File: config.mk
export PLATFORM = sky130hd
export DESIGN_NAME = wse_top
export DESIGN_NICKNAME = d
export VERILOG_FILES = /design/src/hw/wse_edge.v /design/src/hw/wse_top.v
export VERILOG_INCLUDE_DIRS = /design/src /design/src/hw
export SDC_FILE = /design/constraint.sdc
export NUM_CORES = 1
export LEC_CHECK = 0
export ABC_AREA = 1
export BUFFER_PORTS_ARGS = -buffer_cell sky130_fd_sc_hd__buf_2
export CAP_MARGIN = 20
export CORE_MARGIN = 2
export CORE_UTILIZATION = 59
export DETAILED_ROUTE_END_ITERATION = 10
export PLACE_DENSITY_LB_ADDON = 0.08
export SETUP_SLACK_MARGIN = 0.02
export SYNTH_ARGS = -nofsm -noshare
export SYNTH_HDL_FRONTEND = slang
export SYNTH_SLANG_ARGS = --single-unit
File: constraint.sdc
create_clock -name clk -period 4.8 [get_ports clk]
set_input_delay 0.24 -clock clk [delete_from_list [all_inputs] [get_ports clk]]
set_output_delay 0.24 -clock clk [all_outputs]
set_load 0.01 [all_outputs]
File: src/hw/wse_defines.vh
`ifndef WSE_DEFINES_VH
`define WSE_DEFINES_VH

// register indices; byte address is four times the index
`define WSE_IDX_WSTS1 6'h02
`define WSE_IDX_WSTS2 6'h03
`define WSE_IDX_WSTS3 6'h04
`define WSE_IDX_WEN1 6'h05
`define WSE_IDX_WEN2 6'h06
`define WSE_IDX_WEN3 6'h07
`define WSE_IDX_SMI_EVENT_STATUS_PINS 6'h08
`define WSE_IDX_SMI_EVENT_STATUS_UNITS 6'h09
`define WSE_IDX_SMI_EN1 6'h0A
`define WSE_IDX_SMI_EN2 6'h0B
`define WSE_IDX_IRQ_STS 6'h10
`define WSE_IDX_IRQ_MASK 6'h11

// reset values on standby power-on reset
`define WSE_RST_WEN 8'h00
`define WSE_RST_WSTS 8'h00
`define WSE_RST_SMI_EVENT_STATUS_PINS 8'h00
`define WSE_RST_SMI_EVENT_STATUS_UNITS 6'h01
`define WSE_RST_SMI_EN 8'h00
`define WSE_RST_IRQ 2'h0

// writable masks; reserved bits hold zero
`define WSE_WEN2_MASK 8'h7F
`define WSE_WSTS2_MASK 8'h7F

// field positions in the unit status register
`define WSE_S2_PAR 0
`define WSE_S2_UARTB 1
`define WSE_S2_UARTA 2
`define WSE_S2_FLOP 3
`define WSE_S2_GPIO_PIN_2_3 4
`define WSE_S2_GPIO_PIN_2_4 5
`define WSE_S2_LIVE_MASK 6'h0F
`define WSE_S2_STICKY_MASK 6'h30

// smi enable group 2 routing bits
`define WSE_SMIEN2_SERIAL 6
`define WSE_SMIEN2_PIN 7

// interrupt status fields
`define WSE_IRQ_WAKE 0
`define WSE_IRQ_SMI 1

`endif

File: src/hw/wse_edge.v
`timescale 1ns/1ps

// rising-edge detector for a group of level inputs
module wse_edge #(
  parameter W = 8
) (
  input wire clk,
  input wire rst,
  input wire [W-1:0] sig,
  output wire [W-1:0] rise
);

  reg [W-1:0] prev_q;

  // previous level, cleared by standby reset only
  always @(posedge clk or posedge rst) begin
    if (rst) begin
      prev_q <= {W{1'b0}};
    end else begin
      prev_q <= sig;
    end
  end

  // a level already high at reset release counts as one event
  assign rise = sig & ~prev_q;

endmodule // wse_edge

File: src/hw/wse_top.v
`timescale 1ns/1ps
`include "wse_defines.vh"

// Function
// wake enable group 1 at 05 enables pins 10..17 onto wake output.
// wake output low when enable, status and global enable are all one.
// disabled sources still set wake status but never drive wake output.
// wake enable group 2 at 06: ring a, ring b, pins 20..24, bit 7 reserved.
// wake enable group 3 at 07 enables pins 30..37 onto wake output.
// wake enables reset to 00 only on standby reset, kept through others.
// smi pin status at 08, pins 10..17, write one clears, resets 00.
// unit status bits 3..0 ignore writes, follow source; bits 5..4 write-one-clear.
// unit status at 09: parallel, uart b, uart a, floppy, pins 23, 24.
// parallel bit reads one while inactive, else follows acknowledge input.
// unit status resets to 01; bit 0 forced on main reset, hard reset.
// wake status set by source event regardless of enables; write one clears.
// smi enable bits gate each smi status source onto grouped smi signal.
// reserved bits always read zero whatever software writes.
// global wake enable is an input, anded with enable and status terms.
module wse_top (
  input wire clk,
  input wire rst,
  input wire main_por,
  input wire hard_reset,
  input wire global_wake_enable,
  input wire [7:0] gpio_pin_1,
  input wire [4:0] gpio_pin_2,
  input wire [7:0] gpio_pin_3,
  input wire ring_indicator_a,
  input wire ring_indicator_b,
  input wire parallel_port_active,
  input wire printer_acknowledge_n,
  input wire uart_b_irq,
  input wire uart_a_irq,
  input wire floppy_irq,
  input wire wb_cyc,
  input wire wb_stb,
  input wire wb_we,
  input wire [7:0] wb_adr,
  input wire [3:0] wb_sel,
  input wire [31:0] wb_dat_w,
  output wire [31:0] wb_dat_r,
  output wire wb_ack,
  output wire wake_out_n,
  output wire smi_out_n,
  output wire smi_serial,
  output wire irq
);

  // wake enables and wake status
  reg [7:0] wen1_q;
  reg [7:0] wen2_q;
  reg [7:0] wen3_q;
  reg [7:0] wsts1_q;
  reg [7:0] wsts2_q;
  reg [7:0] wsts3_q;
  // smi status and enables
  reg [7:0] smi_event_status_pins_q;
  reg [5:0] smi_event_status_units_q;
  reg [5:0] smi_event_status_units_d;
  reg [7:0] smi_en1_q;
  reg [7:0] smi_en2_q;
  // block interrupt
  reg [1:0] irq_sts_q;
  reg [1:0] irq_mask_q;
  reg irq_q;
  // outputs and bus
  reg wake_out_n_q;
  reg smi_out_n_q;
  reg smi_serial_q;
  reg smi_grp_q;
  reg ack_q;
  reg [7:0] dat_r_q;
  reg [7:0] rd_d;

  wire [7:0] rise1;
  wire [4:0] rise2;
  wire [7:0] rise3;
  wire [1:0] rise_ri;
  wire [5:0] idx;
  wire req;
  wire wr;
  wire [7:0] wd;
  wire [7:0] wsts2_set;
  wire wake_lvl;
  wire smi_grp;
  wire [1:0] irq_evt;
  wire wake_hit1;
  wire wake_hit2;
  wire wake_hit3;
  wire smi_hit_pins;
  wire smi_hit_units;
  wire [7:0] s2_next;
  wire [7:0] irq_next;

  // set wins over clear so an event in the clearing cycle survives
  function [7:0] w1c;
    input [7:0] cur;
    input [7:0] set;
    input [7:0] clr;
    begin
      w1c = (cur & ~clr) | set;
    end
  endfunction

  // write-one mask for a register, zero unless this index is written
  function [7:0] clr_at;
    input do_wr;
    input [5:0] at;
    input [5:0] want;
    input [7:0] data;
    begin
      clr_at = (do_wr && at == want) ? data : 8'h00;
    end
  endfunction

  // true when any source has both its enable and its status set
  function any_hit;
    input [7:0] en;
    input [7:0] sts;
    begin
      any_hit = |(en & sts);
    end
  endfunction

  // event capture for each source group
  wse_edge #(.W(8)) u_edge1 (
    .clk(clk),
    .rst(rst),
    .sig(gpio_pin_1),
    .rise(rise1)
  );

  wse_edge #(.W(5)) u_edge2 (
    .clk(clk),
    .rst(rst),
    .sig(gpio_pin_2),
    .rise(rise2)
  );

  wse_edge #(.W(8)) u_edge3 (
    .clk(clk),
    .rst(rst),
    .sig(gpio_pin_3),
    .rise(rise3)
  );

  wse_edge #(.W(2)) u_edge_ri (
    .clk(clk),
    .rst(rst),
    .sig({ring_indicator_b, ring_indicator_a}),
    .rise(rise_ri)
  );

  // bus decode; a request is served once, ack drops the cycle after
  assign idx = wb_adr[7:2];
  assign req = wb_cyc & wb_stb & ~ack_q;
  assign wr = req & wb_we & wb_sel[0];
  assign wd = wb_dat_w[7:0];

  // group 2 status sources: ring a, ring b, then pins 20..24
  assign wsts2_set = {1'b0, rise2, rise_ri};

  // per-group wake hits; a source counts only with its enable and status both set
  assign wake_hit1 = any_hit(wen1_q, wsts1_q);
  assign wake_hit2 = any_hit(wen2_q, wsts2_q);
  assign wake_hit3 = any_hit(wen3_q, wsts3_q);

  // wake level: any group hit, gated by the global enable kept outside this block
  assign wake_lvl = global_wake_enable & (wake_hit1 | wake_hit2 | wake_hit3);

  // grouped smi: every status bit against its own enable
  assign smi_hit_pins = any_hit(smi_en1_q, smi_event_status_pins_q);
  assign smi_hit_units = any_hit(smi_en2_q & 8'h3F, {2'b00, smi_event_status_units_q});
  assign smi_grp = smi_hit_pins | smi_hit_units;

  // unit sticky bits; a pin edge wins over a clearing write in the same cycle
  assign s2_next = w1c({2'b00, smi_event_status_units_q}, {2'b00, rise2[4:3], 4'h0},
    clr_at(wr, idx, `WSE_IDX_SMI_EVENT_STATUS_UNITS, wd));

  // block interrupt status next value; a new event beats the clearing write
  assign irq_next = w1c({6'h00, irq_sts_q}, {6'h00, irq_evt},
    clr_at(wr, idx, `WSE_IDX_IRQ_STS, wd));

  // block events: wake going active, grouped smi going active
  assign irq_evt = {smi_grp & ~smi_grp_q, wake_lvl & wake_out_n_q};

  // wake enables: only the standby reset clears them
  always @(posedge clk or posedge rst) begin
    if (rst) begin
      wen1_q <= `WSE_RST_WEN;
      wen2_q <= `WSE_RST_WEN;
      wen3_q <= `WSE_RST_WEN;
    end else if (wr) begin
      if (idx == `WSE_IDX_WEN1) begin
        wen1_q <= wd;
      end
      if (idx == `WSE_IDX_WEN2) begin
        wen2_q <= wd & `WSE_WEN2_MASK;
      end
      if (idx == `WSE_IDX_WEN3) begin
        wen3_q <= wd;
      end
    end
  end

  // wake status: set by events regardless of enables, write one clears
  always @(posedge clk or posedge rst) begin
    if (rst) begin
      wsts1_q <= `WSE_RST_WSTS;
      wsts2_q <= `WSE_RST_WSTS;
      wsts3_q <= `WSE_RST_WSTS;
    end else begin
      wsts1_q <= w1c(wsts1_q, rise1, clr_at(wr, idx, `WSE_IDX_WSTS1, wd));
      wsts2_q <= w1c(wsts2_q, wsts2_set, clr_at(wr, idx, `WSE_IDX_WSTS2, wd)) & `WSE_WSTS2_MASK;
      wsts3_q <= w1c(wsts3_q, rise3, clr_at(wr, idx, `WSE_IDX_WSTS3, wd));
    end
  end

  // smi pin status: pin events, write one clears
  always @(posedge clk or posedge rst) begin
    if (rst) begin
      smi_event_status_pins_q <= `WSE_RST_SMI_EVENT_STATUS_PINS;
    end else begin
      smi_event_status_pins_q <= w1c(smi_event_status_pins_q, rise1, clr_at(wr, idx, `WSE_IDX_SMI_EVENT_STATUS_PINS, wd));
    end
  end

  // unit status next value; live bits track sources, writes never reach them
  always @* begin
    smi_event_status_units_d = smi_event_status_units_q;
    smi_event_status_units_d[`WSE_S2_UARTB] = uart_b_irq;
    smi_event_status_units_d[`WSE_S2_UARTA] = uart_a_irq;
    smi_event_status_units_d[`WSE_S2_FLOP] = floppy_irq;
    // parallel bit idles high while the port is not activated
    if (!parallel_port_active) begin
      smi_event_status_units_d[`WSE_S2_PAR] = 1'b1;
    end else begin
      smi_event_status_units_d[`WSE_S2_PAR] = printer_acknowledge_n;
    end
    // sticky pin bits 4 and 5 from pins 23 and 24
    smi_event_status_units_d[5:4] = s2_next[5:4];
    // main-supply and hard resets force the parallel bit
    if (main_por || hard_reset) begin
      smi_event_status_units_d[`WSE_S2_PAR] = 1'b1;
    end
  end

  always @(posedge clk or posedge rst) begin
    if (rst) begin
      smi_event_status_units_q <= `WSE_RST_SMI_EVENT_STATUS_UNITS;
    end else begin
      smi_event_status_units_q <= smi_event_status_units_d;
    end
  end

  // smi enables, plain read/write
  always @(posedge clk or posedge rst) begin
    if (rst) begin
      smi_en1_q <= `WSE_RST_SMI_EN;
      smi_en2_q <= `WSE_RST_SMI_EN;
    end else if (wr) begin
      if (idx == `WSE_IDX_SMI_EN1) begin
        smi_en1_q <= wd;
      end
      if (idx == `WSE_IDX_SMI_EN2) begin
        smi_en2_q <= wd;
      end
    end
  end

  // block interrupt status and mask
  always @(posedge clk or posedge rst) begin
    if (rst) begin
      irq_sts_q <= `WSE_RST_IRQ;
      irq_mask_q <= `WSE_RST_IRQ;
    end else begin
      irq_sts_q <= irq_next[1:0];
      if (wr && idx == `WSE_IDX_IRQ_MASK) begin
        irq_mask_q <= wd[1:0];
      end
    end
  end

  // registered outputs; one cycle behind the status they reflect
  always @(posedge clk or posedge rst) begin
    if (rst) begin
      wake_out_n_q <= 1'b1;
      smi_out_n_q <= 1'b1;
      smi_serial_q <= 1'b0;
      smi_grp_q <= 1'b0;
      irq_q <= 1'b0;
    end else begin
      wake_out_n_q <= ~wake_lvl;
      smi_out_n_q <= ~(smi_grp & smi_en2_q[`WSE_SMIEN2_PIN]);
      smi_serial_q <= smi_grp & smi_en2_q[`WSE_SMIEN2_SERIAL];
      smi_grp_q <= smi_grp;
      irq_q <= |(irq_sts_q & irq_mask_q);
    end
  end

  // read mux; unmapped indices and reserved bits read zero
  always @* begin
    rd_d = 8'h00;
    case (idx)
      `WSE_IDX_WSTS1: rd_d = wsts1_q;
      `WSE_IDX_WSTS2: rd_d = wsts2_q;
      `WSE_IDX_WSTS3: rd_d = wsts3_q;
      `WSE_IDX_WEN1: rd_d = wen1_q;
      `WSE_IDX_WEN2: rd_d = wen2_q;
      `WSE_IDX_WEN3: rd_d = wen3_q;
      `WSE_IDX_SMI_EVENT_STATUS_PINS: rd_d = smi_event_status_pins_q;
      `WSE_IDX_SMI_EVENT_STATUS_UNITS: rd_d = {2'b00, smi_event_status_units_q};
      `WSE_IDX_SMI_EN1: rd_d = smi_en1_q;
      `WSE_IDX_SMI_EN2: rd_d = smi_en2_q;
      `WSE_IDX_IRQ_STS: rd_d = {6'h00, irq_sts_q};
      `WSE_IDX_IRQ_MASK: rd_d = {6'h00, irq_mask_q};
      default: rd_d = 8'h00;
    endcase
  end

  // bus answer: ack one cycle after the request, data captured with it
  always @(posedge clk or posedge rst) begin
    if (rst) begin
      ack_q <= 1'b0;
      dat_r_q <= 8'h00;
    end else begin
      ack_q <= req;
      if (req && !wb_we) begin
        dat_r_q <= rd_d;
      end
    end
  end

  assign wb_ack = ack_q;
  assign wb_dat_r = {24'h000000, dat_r_q};
  assign wake_out_n = wake_out_n_q;
  assign smi_out_n = smi_out_n_q;
  assign smi_serial = smi_serial_q;
  assign irq = irq_q;

endmodule // wse_top

==> impl_summary.txt <==
----------------------------------------------------
[GRT]
  Maximum number of pins on one net before global-route repair ... 73
  Number of global-route vias before repair ... 4579
  Wire length of the first global-routing pass ... 23.3 mm
  Overall routing resource usage ... 31.5%
  Antenna violations before repair ... 0
  Total overflow reported by the global router ... 0

[Floorplan]
  Io pins ... 117
  Area of the die ... 9910 sq um
  Die Wd ... 99.5 um
  Vert. Die Dim ... 99.5 um
  Number of rows in the core area ... 34
  Placeable core area ... 8810 sq um
  Starting density of the core ... 61.1%

[Yosys]
  Share of the synthesized netlist area taken by xor and xnor gates ... 0%
  Synthesized cell area ... 5380 sq um
  Area share of the largest cell type after synthesis ... 53.0%
  Post-synthesis cell count ... 633
  Yosys synthesis warning count ... 0
  Register bit count reported by yosys ... 117
  Portion of the post-synthesis area used by sequential elements ... 54.5%
  Per-instance average area after synthesis ... 8.51 sq um
  Synthesized-area fraction occupied by ao, oa, aoi and oai cells ... 11.3%
  Main combinational cell family by area after synthesis ... simple AND/OR/NAND/NOR gates
  Adder-cell area share of the yosys netlist ... 0%
  Simple logic cell fraction of the synthesized area ... 25.9%
  Cell type contributing the most total cell area after synthesis ... sky130_fd_sc_hd__dfrtp_1
  Multiplexer fraction of the synthesized cell area ... 0%
  Ranking of synthesized cells by area ... sky130_fd_sc_hd__dfrtp_1 (53%), sky130_fd_sc_hd__nand2_1 (13%), sky130_fd_sc_hd__o21ai_0 (5.6%), sky130_fd_sc_hd__nand3_1 (4.9%), sky130_fd_sc_hd__o21ai_1 (3.8%)
  Number of distinct library cells after synthesis ... 25

[Placement]
  Final weighted congestion in routability-driven placement ... 0.916
  Estimated wirelength of the detail-placed design ... 9.63 mm
  Port buffer count ... 63

[Worst setup path]
  Crit path required time ... 5160 ps
  Critical path's top delay family ... simple AND/OR/NAND/NOR gates
  Worst-case reg-to-reg path depth ... 6
  Cell count along the critical path ... 7
  CP Capture Type ... flop
  Worst-path fanout max ... 23
  Largest stage delay on the critical path ... 830 ps
  Data arrival at the endpoint of the critical path ... 2570 ps
  Ordered cell list for the critical path ... buf_2 > nor2_2 > nand2_1 > nor2_2 > nand2_1 > o21ai_0 > o21ai_0
  CP Launch Point ... wb_adr[7]
  Critical setup path kind ... input port to flop
  Number of buffer and inverter instances along the worst setup path ... 1
  Worst flop-to-flop path startpoint ... wb_ack
  Highest-delay cell along the critical path ... sky130_fd_sc_hd__nor2_2
  Crit path launch type ... input port

[CTS]
  Clock-pin slew reported for the worst setup and hold paths after clock tree synthesis ... 60 ps
  TritonCTS clock tree ... yes
  Clock Latency Late Sink ... 520 ps
  Maximum number of buffers from clock root to sink ... 2
  Clock H-tree levels ... 4
  Clock sinks ... 117
  Number of clock buffers inserted by TritonCTS ... 17
  Library cell used as clock root buffer ... sky130_fd_sc_hd__clkbuf_8

[Timing]
  Final TNS setup ... 0 ps
  Setup repair after global routing missed its margin ... no
  Final critical-path required period ... 2210 ps
  Number of max-slew violations in the final report ... 0
  Final number of hold-violating endpoints ... 0
  Slew Limit Headroom ... 27.1%
  Worst Max-Slew Pin Slew ... 1090 ps
  Setup violation total in the final timing report ... 0
  Fmax ... 453 MHz
  Clock Skew ... 11.8 ps
  Part of the cycle the worst path needs ... 46.0%

[Worst hold path]
  Hold path startpoint ... wb_we
  Worst Hold Path Cells ... 4
  Type of the tightest min-delay check ... input port to flop

[Drt]
  Antenna-violating nets left ... 0
  Vias per inst ... 5.60
  Final wirelength ... 14.7 mm
  DRT iter0 DRCs ... 279
  Detailed-router iteration count before antenna repair ... 5
  Vias ... 4784
  Final routed wire length divided by cell count ... 17.2 um
  Drc violations ... 0

[Pwr]
  Worst IR Drop VDD ... 0.000339 V
  Leakage ... 3.19 nW
  Int Power ... 1.98 mW
  Share of total power consumed by net switching ... 23.4%
  Proportion of power drawn by flip-flops and latches ... 40.0%
  PD cells ... 391 nW/um^2
  Total power ... 2.59 mW
  Portion of total power attributed to combinational logic ... 7.0%
  Sw Pwr ... 0.606 mW
  Clk pwr share ... 53.0%

[Run]
  # Max-Cap Violations ... 0

[Finish]
  Share of final-layout standard cells stronger than drive strength 1 ... 18.1%
  Seq. cell area ... 2930 sq um
  Commonest non-fill, non-tap cell in the layout ... sky130_fd_sc_hd__nand2_1
  Highest-count cells in the layout ignoring fill and taps ... sky130_fd_sc_hd__nand2_1 (189), sky130_fd_sc_hd__dfrtp_1 (114), sky130_fd_sc_hd__buf_2 (63)
  Total Nets Final ... 813
  Number of diodes ... 0
  Layout-stage area growth over the synthesis result ... 23.0%
  Filler cells ... 625
  Multi-input gate area in the final layout ... 2100 sq um

[Run status]
  Run status ... complete, no violations

----------------------------------------------------
-- synth_stat cells (all sizes together) --
library cell	number
nand2	195
dfrtp	114
o21ai	109
nand3	53
nor2	50
inv	47
buf	34
nand4	13
a22o	4
and2	4
clkbuf	3
dfstp	3
conb	1
nand3b	1
nor3	1
nor3b	1
-- worst paths after layout --
check	slack, ps	end
max in group asynchronous	3180	dat_r_q[3]
hold / removal	60	dat_r_q[3]
min in group asynchronous	450	smi_en1_q[2]
setup reg to reg	2680	wsts2_q[6]
setup / recovery	2590	wsts2_q[6]
hold reg to reg	420	wsts3_q[2]
-- area by class of cell --
cell class / count / area share [%]
tap: 108 / 2.04
multi-input combinational: 455 / 31.7
clock inverter: 14 / 3.42
sequential: 117 / 44.3
timing repair buffer: 95 / 9.56
clock buffer: 18 / 6.31
inverter: 47 / 2.70
-- layer usage --
layer,part of all wire (%),GRT usage (%)
met1,42,41.8
met2,47,50.5
met3,6.8,7.38
met4,3.6,12.5
met5,0,0
-- cell families (layout without fill, tap and decap cells) --
| logic type | count (synthesis) | in the layout |
|---|---|---|
| AO/OA/AOI/OAI | 113 | 113 |
| buffers and inverters | 84 | 174 |
| flip-flops | 117 | 117 |
| other | 1 | 24 |
| AND/OR/NAND/NOR | 318 | 318 |
-- power by group through the flow --
stage,clock (mW),sequential (mW),combinational (mW)
4_1_cts,1.38,1.03,0.181
2_1_floorplan,0,1.05,0.105
3_3_place_gp,0,1.05,0.157
3_5_place_dp,0,1.05,0.160
6_report,1.37,1.03,0.181
5_1_grt,1.43,1.04,0.201
-- metrics by stage --
| stage | util [%] | hold slack [ps] | std cells | instance area, sq um | setup slack [ps] |
|---|---|---|---|---|---|
| floorplan | - | 271 | 656 | 5470 | 1460 |
| global placement | 64.3 | 350 | 791 | 5670 | 2230 |
| detailed placement | 64.3 | 353 | 791 | 5670 | 2200 |
| CTS | 75.2 | 52.3 | 854 | 6620 | 2730 |
| global route | 75.2 | 87.8 | 854 | 6620 | 2470 |
| finish | 75.2 | 62.3 | 854 | 6620 | 2590 |
-- tightest hold or removal path: stages --
cell and delay [ps]:
sky130_fd_sc_hd__buf_2 90, sky130_fd_sc_hd__nor2_2 80, sky130_fd_sc_hd__nand2_1 80, sky130_fd_sc_hd__nand2_1 40
-- repair_timing --
action | CTS | global route
hold endpoints to repair | 126 | 0
gates resized for setup | 0 | 0
buffers inserted | 0 | 0
hold buffers | 31 | 0
(Power assumes the default switching activity.)
